### src/shared/ufb_consts.svh
// Purpose: Offsets, field positions and timing counts of the core
// Assumes: Included by bare name
// Notes: Definitions only
`ifndef UFB_CONSTS_SVH
`define UFB_CONSTS_SVH
// Register offsets
`define UFB_OFS_CTRL 8'h00
`define UFB_OFS_STAT 8'h04
`define UFB_OFS_DATA 8'h08
`define UFB_OFS_BAUD 8'h0C
`define UFB_OFS_ADDR 8'h10
// Reset values and writable bits
`define UFB_BAUD_RST 16'h0010
`define UFB_CTRL_WMASK 32'hFF7F_FFF8
`define UFB_BRK_BIT 23
// Status bit positions
`define UFB_ST_TX_BUFFER_EMPTY_FLAG 0
`define UFB_ST_TDC 1
`define UFB_ST_RXF 2
`define UFB_ST_FERR 3
`define UFB_ST_BRK 4
`define UFB_ST_IDLE 5
`define UFB_ST_MUTE 6
`define UFB_ST_BEV 7
`define UFB_ST_PEND 8
// Word length and stop codes
`define UFB_WL_7 2'h2
`define UFB_WL_9 2'h1
`define UFB_STOP_1 2'h0
`define UFB_STOP_H 2'h1
`define UFB_STOP_2 2'h2
// Oversampling: slots per bit and tick loads
`define UFB_OS_SLOTS 5'h10
`define UFB_TK_BIT 5'h0F
`define UFB_TK_MID 5'h07
`define UFB_TK_STOP2 5'h1F
`define UFB_TK_STOP1H 5'h17
`define UFB_SH_W 4'h9
`endif

### src/shared/ufb_pkg.sv
// Purpose: Types shared by the serial core
// Assumes: Nothing
// Notes: Control word layout is the register layout
`default_nettype none
package ufb_pkg;
   // Control register fields, msb first
   typedef struct packed {
      logic [4:0] output_clock_prescale;
      logic rx_dma_en;
      logic tx_dma_en;
      logic tx_buffer_empty_irq_en;
      logic send_break;
      logic last_bit_clock_pulse;
      logic clock_sample_edge;
      logic clock_idle_level;
      logic clock_output_enable;
      logic rx_pin_invert;
      logic tx_pin_invert;
      logic data_invert;
      logic msb_first_sel;
      logic parity_odd;
      logic parity_enable;
      logic [1:0] stop_length_code;
      logic [1:0] word_length_code;
      logic address_width_sel;
      logic wake_method;
      logic receiver_mute;
      logic receiver_enable;
      logic transmitter_enable;
      logic unit_enable;
      logic [2:0] rsvd;
   } ufb_ctrl_t;
   // Frame state, shared by both shifters
   typedef enum logic [3:0] {
      UFB_S_IDLE = 4'b0001,
      UFB_S_START = 4'b0010,
      UFB_S_DATA = 4'b0100,
      UFB_S_STOP = 4'b1000
   } ufb_fsm_t;
endpackage : ufb_pkg
`default_nettype wire

### src/rtl/ufb_baud.sv
// Purpose: Shared baud generator, 16 oversampling ticks per bit
// Assumes: Divisor at least 16 and stable while enabled
// Notes: Any 16 consecutive ticks span exactly div clocks
`timescale 1ns/100ps
`default_nettype none
`include "ufb_consts.svh"
module ufb_baud #(
   parameter int DIV_W = 16
) (
   // Clock and reset
   input wire logic mclk,
   input wire logic rst_s_n,
   // Control
   input wire logic clr,
   input wire logic [DIV_W-1:0] div,
   // Tick
   output logic os_tick
);
   logic [DIV_W:0] acc_r;
   logic [DIV_W:0] acc_nxt;

   assign acc_nxt = acc_r + (DIV_W+1)'(`UFB_OS_SLOTS);

   // Counts toward the divisor, one tick per overflow
   always_ff @(posedge mclk or negedge rst_s_n) begin
      if (!rst_s_n) begin
         acc_r <= '0;
         os_tick <= 1'b0;
      end else if (clr) begin
         acc_r <= '0;
         os_tick <= 1'b0;
      end else if (acc_nxt >= {1'b0, div}) begin
         acc_r <= acc_nxt - {1'b0, div};
         os_tick <= 1'b1;
      end else begin
         acc_r <= acc_nxt;
         os_tick <= 1'b0;
      end
   end
endmodule : ufb_baud
`default_nettype wire

### src/rtl/ufb_usart_core.sv
// Purpose: Serial frame core with baud divider and Wishbone registers
// Assumes: Classic Wishbone, 32-bit data, one clock
// Notes: Function
// Function
// - Mute bit enters silence; wake on address or idle per wake bit
// - Address width picks 4-bit or full low-bit node address
// - Word is an address only when its marker bit is set
// - Marker is top data bit: 6/7/8, or 5/6/7 with parity
// - Clock enable drives clock pin; idle level and sample edge set
// - Last-bit pulse option; 5-bit prescaler sets clock rate
// - Frame is start, data bits, stops; parity takes last data slot
// - Idle frame is a data frame length of all ones
// - Break holds all frame bits low then a stop; detected alike
// - Length code 10 gives 7, 00 gives 8, 01 gives 9 bits
// - Stop code 00 one, 01 half, 10 two, 11 one and half
// - Parity replaces top data bit; select 1 odd, 0 even
// - Order bit 1 sends msb first, 0 lsb first, both ways
// - Data invert flips bits; pin inverts swap line levels
// - DMA requests when a word can be written or is ready
// - Baud counter overflow at divisor marks one of 16 slots per bit
// - One generator for both; 16 slots per bit, divisor >= 16
// - Disabling receiver or transmitter resets baud counter
// - Empty flag set while holding register empty; pending bit
// - Empty shifter takes holding word and sends it formatted
// - Enabling transmitter queues one idle frame; a word or break already pending at enable goes out before it
`timescale 1ns/100ps
`default_nettype none
`include "ufb_consts.svh"
module ufb_usart_core #(
   parameter int ADR_W = 8
) (
   // Clock and reset
   input wire logic mclk,
   input wire logic rst_n,
   // Wishbone slave
   input wire logic wb_cyc_i,
   input wire logic wb_stb_i,
   input wire logic wb_we_i,
   input wire logic [ADR_W-1:0] wb_adr_i,
   input wire logic [3:0] wb_sel_i,
   input wire logic [31:0] wb_dat_i,
   output logic [31:0] wb_dat_o,
   output logic wb_ack_o,
   // Serial pins
   input wire logic rx_i,
   output logic tx_o,
   output logic ck_o,
   output logic ck_oe,
   // DMA requests
   output logic tx_dma_req,
   output logic rx_dma_req
);
   logic [1:0] rst_q;
   logic rst_s_n;
   ufb_pkg::ufb_ctrl_t c_r;
   ufb_pkg::ufb_ctrl_t c_nxt;
   logic [15:0] baud_r;
   logic [7:0] node_r;
   logic acc, wr, rd, hit_c, hit_s, hit_d, hit_b, hit_a;
   logic [31:0] stat_w, baud_m, node_m;
   logic tx_buffer_empty_flag_r, tdc_r, rxf_r, ferr_r, brk_r, idle_r, mute_r, bev_r;
   logic te_q, re_q, go, go_q, rgo, fell, bclr, os_tick;
   logic idle_pend_r, brk_pend_r, ld_any, ld_data, tx_end;
   ufb_pkg::ufb_fsm_t tx_st, rx_st;
   logic [4:0] tx_tk, rx_tk, stop_tk;
   logic [3:0] tx_bit, rx_bit, n, d;
   logic [8:0] tx_hold, tx_sh, rx_sh, rx_data_r;
   logic k_idle, k_brk, lvl, pb;
   logic [8:0] dmask, amask, tord, rord, raw, rxw, tx_par, tx_frame;
   logic [15:0] twp, rwp;
   logic [2:0] rs;
   logic rx_f, line, rdone, marker, match, wake_a, miss_a, deliver;
   logic idle_arm, idle_ev;
   logic [7:0] idle_cnt, idle_len;
   logic [4:0] ckd_r;
   logic ckf_r, ck_act;

   // Byte-lane merge of a write
   function automatic logic [31:0] ufb_merge(input logic [31:0] o,
      input logic [31:0] w, input logic [3:0] s);
      logic [31:0] m;
      m = {{8{s[3]}}, {8{s[2]}}, {8{s[1]}}, {8{s[0]}}};
      return (o & ~m) | (w & m);
   endfunction : ufb_merge

   // Reset release through two flops
   always_ff @(posedge mclk or negedge rst_n) begin
      if (!rst_n) rst_q <= 2'h0;
      else rst_q <= {rst_q[0], 1'b1};
   end
   assign rst_s_n = rst_q[1];

   // Bus decode
   assign acc = wb_cyc_i & wb_stb_i & ~wb_ack_o;
   assign wr = acc & wb_we_i;
   assign rd = acc & ~wb_we_i;
   assign hit_c = wb_adr_i == `UFB_OFS_CTRL;
   assign hit_s = wb_adr_i == `UFB_OFS_STAT;
   assign hit_d = wb_adr_i == `UFB_OFS_DATA;
   assign hit_b = wb_adr_i == `UFB_OFS_BAUD;
   assign hit_a = wb_adr_i == `UFB_OFS_ADDR;
   assign c_nxt = ufb_pkg::ufb_ctrl_t'(ufb_merge(c_r, wb_dat_i,
      wb_sel_i) & `UFB_CTRL_WMASK);
   assign stat_w = {23'h0, tx_buffer_empty_flag_r & c_r.tx_buffer_empty_irq_en,
      bev_r, mute_r, idle_r, brk_r, ferr_r, rxf_r, tdc_r, tx_buffer_empty_flag_r};

   // Ack one cycle after request, read data with it
   always_ff @(posedge mclk or negedge rst_s_n) begin
      if (!rst_s_n) begin
         wb_ack_o <= 1'b0;
         wb_dat_o <= 32'h0;
      end else begin
         wb_ack_o <= acc;
         if (rd) begin
            if (hit_c) wb_dat_o <= c_r;
            else if (hit_s) wb_dat_o <= stat_w;
            else if (hit_d) wb_dat_o <= {23'h0, rx_data_r};
            else if (hit_b) wb_dat_o <= {16'h0, baud_r};
            else if (hit_a) wb_dat_o <= {24'h0, node_r};
            else wb_dat_o <= 32'h0;
         end
      end
   end

   // Byte-lane merges of the narrow registers
   assign baud_m = ufb_merge({16'h0, baud_r}, wb_dat_i, wb_sel_i);
   assign node_m = ufb_merge({24'h0, node_r}, wb_dat_i, wb_sel_i);

   // Software registers
   always_ff @(posedge mclk or negedge rst_s_n) begin
      if (!rst_s_n) begin
         c_r <= '0;
         baud_r <= `UFB_BAUD_RST;
         node_r <= 8'h00;
         tx_hold <= 9'h000;
      end else if (wr) begin
         if (hit_c) c_r <= c_nxt;
         if (hit_b) baud_r <= baud_m[15:0];
         if (hit_a) node_r <= node_m[7:0];
         if (hit_d) tx_hold <= wb_dat_i[8:0];
      end
   end

   // Frame geometry
   always_comb begin
      case (c_r.word_length_code)
         `UFB_WL_7: n = 4'h7;
         `UFB_WL_9: n = 4'h9;
         default: n = 4'h8;
      endcase
      case (c_r.stop_length_code)
         `UFB_STOP_1: stop_tk = `UFB_TK_BIT;
         `UFB_STOP_H: stop_tk = `UFB_TK_MID;
         `UFB_STOP_2: stop_tk = `UFB_TK_STOP2;
         default: stop_tk = `UFB_TK_STOP1H;
      endcase
   end
   assign d = n - {3'h0, c_r.parity_enable};
   assign dmask = 9'((10'h001 << d) - 10'h001);
   assign amask = dmask >> 1;

   // Per-bit ordering for both directions
   assign twp = {7'h00, tx_hold ^ {9{c_r.data_invert}}};
   assign raw = 9'(rx_sh >> (`UFB_SH_W - n));
   assign rwp = {7'h00, raw};
   for (genvar i = 0; i < 9; i++) begin : g_ord
      logic [3:0] ri;
      assign ri = 4'(d - 4'(i) - 4'h1);
      assign tord[i] = (4'(i) < d) & (c_r.msb_first_sel ?
         twp[ri] : twp[i]);
      assign rord[i] = (4'(i) < d) & (c_r.msb_first_sel ?
         rwp[ri] : rwp[i]);
   end
   assign pb = (^tord) ^ c_r.parity_odd;
   assign tx_par = 9'({8'h00, pb} << d);
   assign tx_frame = tord | (c_r.parity_enable ? tx_par : 9'h0);
   assign rxw = rord ^ ({9{c_r.data_invert}} & dmask);

   // Enables and baud counter clearing
   assign go = c_r.unit_enable & c_r.transmitter_enable;
   assign rgo = c_r.unit_enable & c_r.receiver_enable;
   assign fell = (te_q & ~c_r.transmitter_enable) |
      (re_q & ~c_r.receiver_enable);
   assign bclr = ~c_r.unit_enable | fell |
      (~c_r.transmitter_enable & ~c_r.receiver_enable);
   always_ff @(posedge mclk or negedge rst_s_n) begin
      if (!rst_s_n) begin
         te_q <= 1'b0;
         re_q <= 1'b0;
         go_q <= 1'b0;
      end else begin
         te_q <= c_r.transmitter_enable;
         re_q <= c_r.receiver_enable;
         go_q <= go;
      end
   end

   ufb_baud #(.DIV_W(16)) u_baud (
      .mclk(mclk),
      .rst_s_n(rst_s_n),
      .clr(bclr),
      .div(baud_r),
      .os_tick(os_tick)
   );

   // Transmit work selection
   assign ld_any = go & (tx_st == ufb_pkg::UFB_S_IDLE) &
      (idle_pend_r | brk_pend_r | ~tx_buffer_empty_flag_r);
   assign ld_data = ld_any & ~idle_pend_r & ~brk_pend_r;
   assign tx_end = (tx_st == ufb_pkg::UFB_S_STOP) & os_tick &
      (tx_tk == 5'h00);

   // Pending idle and break frames
   always_ff @(posedge mclk or negedge rst_s_n) begin
      if (!rst_s_n) begin
         idle_pend_r <= 1'b0;
         brk_pend_r <= 1'b0;
      end else begin
         if (go & ~go_q) idle_pend_r <= 1'b1;
         else if (ld_any | ~go) idle_pend_r <= 1'b0;
         if (wr & hit_c & wb_dat_i[`UFB_BRK_BIT] & wb_sel_i[2])
            brk_pend_r <= 1'b1;
         else if (ld_any & ~idle_pend_r) brk_pend_r <= 1'b0;
      end
   end

   // Transmit shifter, 16 ticks per bit
   always_ff @(posedge mclk or negedge rst_s_n) begin
      if (!rst_s_n) begin
         tx_st <= ufb_pkg::UFB_S_IDLE;
         tx_tk <= 5'h00;
         tx_bit <= 4'h0;
         tx_sh <= 9'h000;
         k_idle <= 1'b0;
         k_brk <= 1'b0;
      end else if (!go) begin
         tx_st <= ufb_pkg::UFB_S_IDLE;
      end else begin
         case (tx_st)
            ufb_pkg::UFB_S_IDLE: begin
               if (ld_any) begin
                  tx_st <= ufb_pkg::UFB_S_START;
                  tx_tk <= `UFB_TK_BIT;
                  k_idle <= idle_pend_r;
                  k_brk <= ~idle_pend_r & brk_pend_r;
                  if (idle_pend_r) tx_sh <= 9'h1FF;
                  else if (brk_pend_r) tx_sh <= 9'h000;
                  else tx_sh <= tx_frame;
               end
            end
            ufb_pkg::UFB_S_START: begin
               if (os_tick && tx_tk == 5'h00) begin
                  tx_st <= ufb_pkg::UFB_S_DATA;
                  tx_tk <= `UFB_TK_BIT;
                  tx_bit <= n - 4'h1;
               end else if (os_tick) tx_tk <= tx_tk - 5'h01;
            end
            ufb_pkg::UFB_S_DATA: begin
               if (os_tick && tx_tk == 5'h00) begin
                  tx_sh <= tx_sh >> 1;
                  tx_bit <= tx_bit - 4'h1;
                  tx_tk <= (tx_bit == 4'h0) ? stop_tk : `UFB_TK_BIT;
                  if (tx_bit == 4'h0) tx_st <= ufb_pkg::UFB_S_STOP;
               end else if (os_tick) tx_tk <= tx_tk - 5'h01;
            end
            ufb_pkg::UFB_S_STOP: begin
               // Break: low stop slot, then one extra high stop bit
               if (tx_end && k_brk) begin
                  k_brk <= 1'b0;
                  tx_tk <= `UFB_TK_BIT;
               end else if (tx_end) tx_st <= ufb_pkg::UFB_S_IDLE;
               else if (os_tick) tx_tk <= tx_tk - 5'h01;
            end
            default: tx_st <= ufb_pkg::UFB_S_IDLE;
         endcase
      end
   end

   // Line level, pin inversion last
   always_comb begin
      case (tx_st)
         ufb_pkg::UFB_S_START: lvl = k_idle;
         ufb_pkg::UFB_S_DATA: lvl = tx_sh[0];
         ufb_pkg::UFB_S_STOP: lvl = ~k_brk;
         default: lvl = 1'b1;
      endcase
   end
   always_ff @(posedge mclk or negedge rst_s_n) begin
      if (!rst_s_n) tx_o <= 1'b1;
      else tx_o <= lvl ^ c_r.tx_pin_invert;
   end

   // Synchronous clock: per-bit pulse or free prescaled clock
   assign ck_act = (tx_st == ufb_pkg::UFB_S_DATA) & ~k_idle & ~k_brk &
      ((tx_bit != 4'h0) | c_r.last_bit_clock_pulse);
   always_ff @(posedge mclk or negedge rst_s_n) begin
      if (!rst_s_n) begin
         ckd_r <= 5'h00;
         ckf_r <= 1'b0;
         ck_o <= 1'b0;
         ck_oe <= 1'b0;
      end else begin
         if (ckd_r + 5'h01 >= c_r.output_clock_prescale) begin
            ckd_r <= 5'h00;
            ckf_r <= ~ckf_r;
         end else ckd_r <= ckd_r + 5'h01;
         ck_oe <= c_r.clock_output_enable;
         if (c_r.output_clock_prescale != 5'h00) ck_o <= ckf_r;
         else if (ck_act) ck_o <= c_r.clock_idle_level ^
            (c_r.clock_sample_edge ? tx_tk[3] : ~tx_tk[3]);
         else ck_o <= c_r.clock_idle_level;
      end
   end

   // Receive input, three flops, change when last two agree
   always_ff @(posedge mclk or negedge rst_s_n) begin
      if (!rst_s_n) begin
         rs <= 3'h7;
         rx_f <= 1'b1;
      end else begin
         rs <= {rs[1:0], rx_i};
         if (rs[1] == rs[2]) rx_f <= rs[2];
      end
   end
   assign line = rx_f ^ c_r.rx_pin_invert;
   assign rdone = (rx_st == ufb_pkg::UFB_S_STOP) & os_tick &
      (rx_tk == 5'h00);

   // Receive shifter, mid-bit sampling
   always_ff @(posedge mclk or negedge rst_s_n) begin
      if (!rst_s_n) begin
         rx_st <= ufb_pkg::UFB_S_IDLE;
         rx_tk <= 5'h00;
         rx_bit <= 4'h0;
         rx_sh <= 9'h000;
      end else if (!rgo) begin
         rx_st <= ufb_pkg::UFB_S_IDLE;
      end else begin
         case (rx_st)
            ufb_pkg::UFB_S_IDLE: begin
               if (!line) begin
                  rx_st <= ufb_pkg::UFB_S_START;
                  rx_tk <= `UFB_TK_MID;
               end
            end
            ufb_pkg::UFB_S_START: begin
               if (os_tick && rx_tk == 5'h00) begin
                  rx_st <= line ? ufb_pkg::UFB_S_IDLE :
                     ufb_pkg::UFB_S_DATA;
                  rx_tk <= `UFB_TK_BIT;
                  rx_bit <= n - 4'h1;
               end else if (os_tick) rx_tk <= rx_tk - 5'h01;
            end
            ufb_pkg::UFB_S_DATA: begin
               if (os_tick && rx_tk == 5'h00) begin
                  rx_sh <= {line, rx_sh[8:1]};
                  rx_bit <= rx_bit - 4'h1;
                  rx_tk <= `UFB_TK_BIT;
                  if (rx_bit == 4'h0) rx_st <= ufb_pkg::UFB_S_STOP;
               end else if (os_tick) rx_tk <= rx_tk - 5'h01;
            end
            ufb_pkg::UFB_S_STOP: begin
               if (rdone) rx_st <= ufb_pkg::UFB_S_IDLE;
               else if (os_tick) rx_tk <= rx_tk - 5'h01;
            end
            default: rx_st <= ufb_pkg::UFB_S_IDLE;
         endcase
      end
   end

   // Address word decode
   assign marker = |(rxw & ~amask & dmask);
   assign match = c_r.address_width_sel ?
      ((rxw & amask) == ({1'b0, node_r} & amask)) :
      (rxw[3:0] == node_r[3:0]);
   assign wake_a = rdone & c_r.wake_method & marker & match;
   assign miss_a = rdone & c_r.wake_method & marker & ~match;
   assign deliver = rdone & (~mute_r | wake_a);

   // Idle line after traffic, one frame of ones
   assign idle_len = 8'({n + 4'h2, 4'h0} - 8'h01);
   assign idle_ev = idle_arm & os_tick & (idle_cnt == idle_len);
   always_ff @(posedge mclk or negedge rst_s_n) begin
      if (!rst_s_n) begin
         idle_arm <= 1'b0;
         idle_cnt <= 8'h00;
      end else begin
         if (rdone | (wr & hit_c & c_nxt.receiver_mute)) idle_arm <= 1'b1;
         else if (idle_ev) idle_arm <= 1'b0;
         if (!rgo || rx_st != ufb_pkg::UFB_S_IDLE || !line || idle_ev)
            idle_cnt <= 8'h00;
         else if (os_tick) idle_cnt <= idle_cnt + 8'h01;
      end
   end

   // Silent state
   always_ff @(posedge mclk or negedge rst_s_n) begin
      if (!rst_s_n) mute_r <= 1'b0;
      else if (wr & hit_c & c_nxt.receiver_mute) mute_r <= 1'b1;
      else if (wake_a | (~c_r.wake_method & idle_ev)) mute_r <= 1'b0;
      else if (c_r.receiver_mute & miss_a) mute_r <= 1'b1;
   end

   // Flags, hardware set wins over software clear; a data write wins over the empty flag set
   always_ff @(posedge mclk or negedge rst_s_n) begin
      if (!rst_s_n) begin
         tx_buffer_empty_flag_r <= 1'b1;
         tdc_r <= 1'b1;
         rxf_r <= 1'b0;
         ferr_r <= 1'b0;
         brk_r <= 1'b0;
         idle_r <= 1'b0;
         bev_r <= 1'b0;
         rx_data_r <= 9'h000;
      end else begin
         if (wr & hit_d) tx_buffer_empty_flag_r <= 1'b0;
         else if (ld_data) tx_buffer_empty_flag_r <= 1'b1;
         if (tx_end & tx_buffer_empty_flag_r & ~idle_pend_r & ~brk_pend_r & ~k_brk)
            tdc_r <= 1'b1;
         else if (wr & hit_d) tdc_r <= 1'b0;
         if (deliver) rxf_r <= 1'b1;
         else if (rd & hit_d) rxf_r <= 1'b0;
         if (deliver) rx_data_r <= rxw;
         if (rdone & ~line) ferr_r <= 1'b1;
         else if (wr & hit_s & wb_dat_i[`UFB_ST_FERR]) ferr_r <= 1'b0;
         if (rdone & ~line & (raw == 9'h000)) brk_r <= 1'b1;
         else if (wr & hit_s & wb_dat_i[`UFB_ST_BRK]) brk_r <= 1'b0;
         if (idle_ev) idle_r <= 1'b1;
         else if (wr & hit_s & wb_dat_i[`UFB_ST_IDLE]) idle_r <= 1'b0;
         if (fell) bev_r <= 1'b1;
         else if (wr & hit_s & wb_dat_i[`UFB_ST_BEV]) bev_r <= 1'b0;
      end
   end

   // DMA requests
   always_ff @(posedge mclk or negedge rst_s_n) begin
      if (!rst_s_n) begin
         tx_dma_req <= 1'b0;
         rx_dma_req <= 1'b0;
      end else begin
         tx_dma_req <= c_r.tx_dma_en & tx_buffer_empty_flag_r & go;
         rx_dma_req <= c_r.rx_dma_en & rxf_r;
      end
   end
endmodule : ufb_usart_core
`default_nettype wire

### config.mk
export PLATFORM = sky130hd
export DESIGN_NAME = ufb_usart_core
export DESIGN_NICKNAME = d
export VERILOG_FILES = /design/src/shared/ufb_pkg.sv /design/src/rtl/ufb_baud.sv /design/src/rtl/ufb_usart_core.sv
export VERILOG_INCLUDE_DIRS = /design/src /design/src/shared
export SDC_FILE = /design/constraint.sdc
export NUM_CORES = 1
export LEC_CHECK = 0
export ABC_CLOCK_PERIOD_IN_PS = 6800
export BUFFER_PORTS_ARGS = -buffer_cell sky130_fd_sc_hd__buf_2
export CAP_MARGIN = 20
export CORE_MARGIN = 4
export CORE_UTILIZATION = 45
export DETAILED_ROUTE_END_ITERATION = 8
export PLACE_DENSITY = 0.58
export SYNTH_ARGS = -nofsm -noshare
export SYNTH_HDL_FRONTEND = slang
export SYNTH_SLANG_ARGS = --single-unit
### constraint.sdc
create_clock -name mclk -period 6.8 [get_ports mclk]
set_clock_uncertainty 0.15 [all_clocks]
set_input_delay 1.02 -clock mclk [delete_from_list [all_inputs] [get_ports mclk]]
set_output_delay 1.02 -clock mclk [all_outputs]
set_load 0.01 [all_outputs]
==> flow_summary.json <==
{
  "relSlewSlack_pct": 27.36,
  "synth_top_cell_by_area": "dfrtp_1",
  "synth_common_cells": "dfrtp_1, nand2_1, nor2_1, o21ai_0, a21oi_1",
  "die_area_um2": 31610,
  "io_pins": 88,
  "hp-class": "input pin to async pin",
  "final_cell_area_um2": 14490,
  "num_vias": 10890,
  "p_total_mw": 2.779,
  "insertion_delay_ns": 0.53,
  "synth-main-ff-cell": "dfrtp_1",
  "crit_required_ns": 7.06,
  "worst-endpoint-arrival_ns": 6.08,
  "cpLargestDelayFamily": "compound AO/OA/AOI/OAI gates",
  "synth_cell_types": 96,
  "cp_slowest_cell": "o31ai_4",
  "max_cap_violations": 0,
  "status": "finished clean",
  "placementRows": 61,
  "synth_top_area_share_pct": 37.62,
  "hold_viol_final": 0,
  "grt_max_degree": 174,
  "drive_gt1_share_pct": 18.08,
  "ys_seq_area_share_pct": 39.64,
  "drc": 0,
  "wire_per_inst_um": 20.16,
  "post_dp_cell_area_um2": 13670,
  "drt_iter0_markers": 847,
  "clock-sinks": 205,
  "start_util_pct": 46.19,
  "yosysMostFrequentCell": "dfrtp_1",
  "power_density_nw_per_um2": 191.8,
  "die_x_um": 177.8,
  "cts_resized": 0,
  "yosysWarnings": 0,
  "final_nets": 1545,
  "cts.clk_slew.worst_paths_ns": 0.06,
  "peakVddDrop_uv": 182.9,
  "design.core.area_um2": 28090,
  "synth_enable_flop_cells": 0,
  "ctsHoldBuffers": 0,
  "syn_area_um2": 12970,
  "post_cts_buffers": 0,
  "grt_pass1_wl_um": 59200,
  "grt_pass1_vias": 10440,
  "p_leak_nw": 6.558,
  "synth_fp_nets": 1492,
  "place_congestion": 0.9502,
  "antenna_left": 0,
  "die_y_um": 177.8,
  "report.final.slew_viol_count": 0,
  "ys_seq_elements": 205,
  "overflow": 0,
  "syn2layout_area_growth_pct": 11.71,
  "setup_viol": 0,
  "h-tree-depth": 1,
  "synthCells": 1406,
  "syn_area_per_cell_um2": 9.226,
  "endpoint_kind": "register",
  "grt_usage_pct": 23.52,
  "setup_tns_ns": 0,
  "min_period_ns": 5.816,
  "startpoint_type": "register",
  "worstPathMaxFanout": 14,
  "dp_hpwl_um": 26970,
  "detail_route.first_pass.iterations": 6,
  "wirelength_um": 37400,
  "cts_root_buf": "clkbuf_16",
  "critPathKind": "register to register",
  "num_antenna_cells": 0,
  "rsz0062_at_grt": "false",
  "final_util_pct": 51.59,
  "worst_pin_slew_ns": 1.090,
  "path_buf_inv": 1,
  "netlist_top_cells_area": "dfrtp_1, mux2_2, nand2_1",
  "port-buffer-count": 86,
  "fin_cells": 1855,
  "worstPathCellList": "fa_1 -> nand2b_1 -> nor2_1 -> inv_1 -> ha_1 -> nand4_1 -> o21ai_0 -> a21oi_2 -> nand2_1 -> mux2i_1 -> nor2_1 -> a211oi_1 -> and4_1 -> a21oi_2 -> o31ai_4 -> mux2_4",
  "dp.cells": 1810,
  "cts_buffers": 25,
  "cpPeakStageDelay_ns": 0.66,
  "viasPerCell": 5.869,
  "async_reset_ff_share_pct": 100.0,
  "period_share_pct": 85.53,
  "clockBufferDepth": 3,
  "antenna_found_initial": 0,
  "cts_tree": "built",
  "max_freq_ghz": 0.1719
}
-- final timing paths --
path / start / to / cells past startpoint / slack [ns]
setup / recovery: register / rx_data_r[2] / 16 / 0.98
hold / removal: rst_n / rst_q[1] / 1 / 0.11
setup reg to reg: register / rx_data_r[2] / 16 / 0.98
hold reg to reg: rst_q[1] / rx_sh[0] / 0 / 0.13
max in group asynchronous: rst_q[1] / idle_r / 1 / 5.02
min in group mclk: rst_q[0] / rst_q[1] / 0 / 0.20
-- where the power goes --
| part | internal (mW) | switching (mW) | total (mW) |
|---|---|---|---|
| clock network | 0.795 | 0.557 | 1.35 |
| logic | 0.0601 | 0.104 | 0.164 |
| registers | 1.24 | 0.0206 | 1.26 |
| total | 2.10 | 0.681 | 2.78 |
-- stage by stage --
step	hold slack [ns]	setup slack [ns]
6_report	0.1116	0.9839
5_1_grt	0.1036	0.6409
4_1_cts	0.09299	1.191
3_5_place_dp	0.1534	1.218
3_3_place_gp	0.1510	1.329
2_1_floorplan	0.1812	0.5319
-- placed cells by master, fill, tap and decap left out, drive strengths merged, types with 7 or more instances in the layout --
| cell type | instances |
|---|---|
| o21ai | 94 |
| nor4 | 15 |
| buf | 107 |
| dfrtp | 195 |
| o211ai | 16 |
| a211oi | 10 |
| and2 | 12 |
| a31oi | 17 |
| mux2 | 66 |
| a222oi | 8 |
| nor2b | 15 |
| inv | 65 |
| nor4b | 7 |
| nand3b | 7 |
| xor2 | 34 |
| o22ai | 10 |
| nor3 | 29 |
| or3 | 9 |
| ha | 33 |
| a221oi | 9 |
| and3 | 17 |
| a21boi | 9 |
| a21oi | 81 |
| xnor2 | 36 |
| a21o | 7 |
| nand2b | 23 |
| o31ai | 23 |
| nand4 | 7 |
| nand3 | 59 |
| a22o | 7 |
| mux2i | 38 |
| nor3b | 7 |
| nand2 | 156 |
| dfstp | 10 |
| nor2 | 109 |
| clkbuf | 34 |
-- layer usage --
layer	GRT usage, %	share of wire (%)	up-vias
met5	0	0	-
met4	6.220	2.8	0
met3	3.579	6.3	74
met2	35.58	44	358
met1	35.26	46	5275
li1	-	-	5180
-- logic make-up after synthesis --
kind of cell    Yosys count  share of synthesized area, %
compound gates          348                         18.15
xor+xnor                 74                         5.421
fa+ha+maj                37                         3.723
buf+inv                 144                         4.938
flops                   205                         39.64
mux                     110                         10.06
other cells               2                       0.05789
simple gates            486                         18.01
-- final cells by class --
| class | instances | area, um2 |
|---|---|---|
| Tap cell | 378 | 473.0 |
| Clock inverter | 11 | 135.1 |
| Multi-Input combinational cell | 1057 | 7211 |
| Clock buffer | 34 | 689.4 |
| Inverter | 63 | 236.5 |
| Fill cell | 2650 | 13600 |
| Timing Repair Buffer | 107 | 600.6 |
| Sequential cell | 205 | 5146 |
Note: power is estimated with default switching activity, not from simulation.
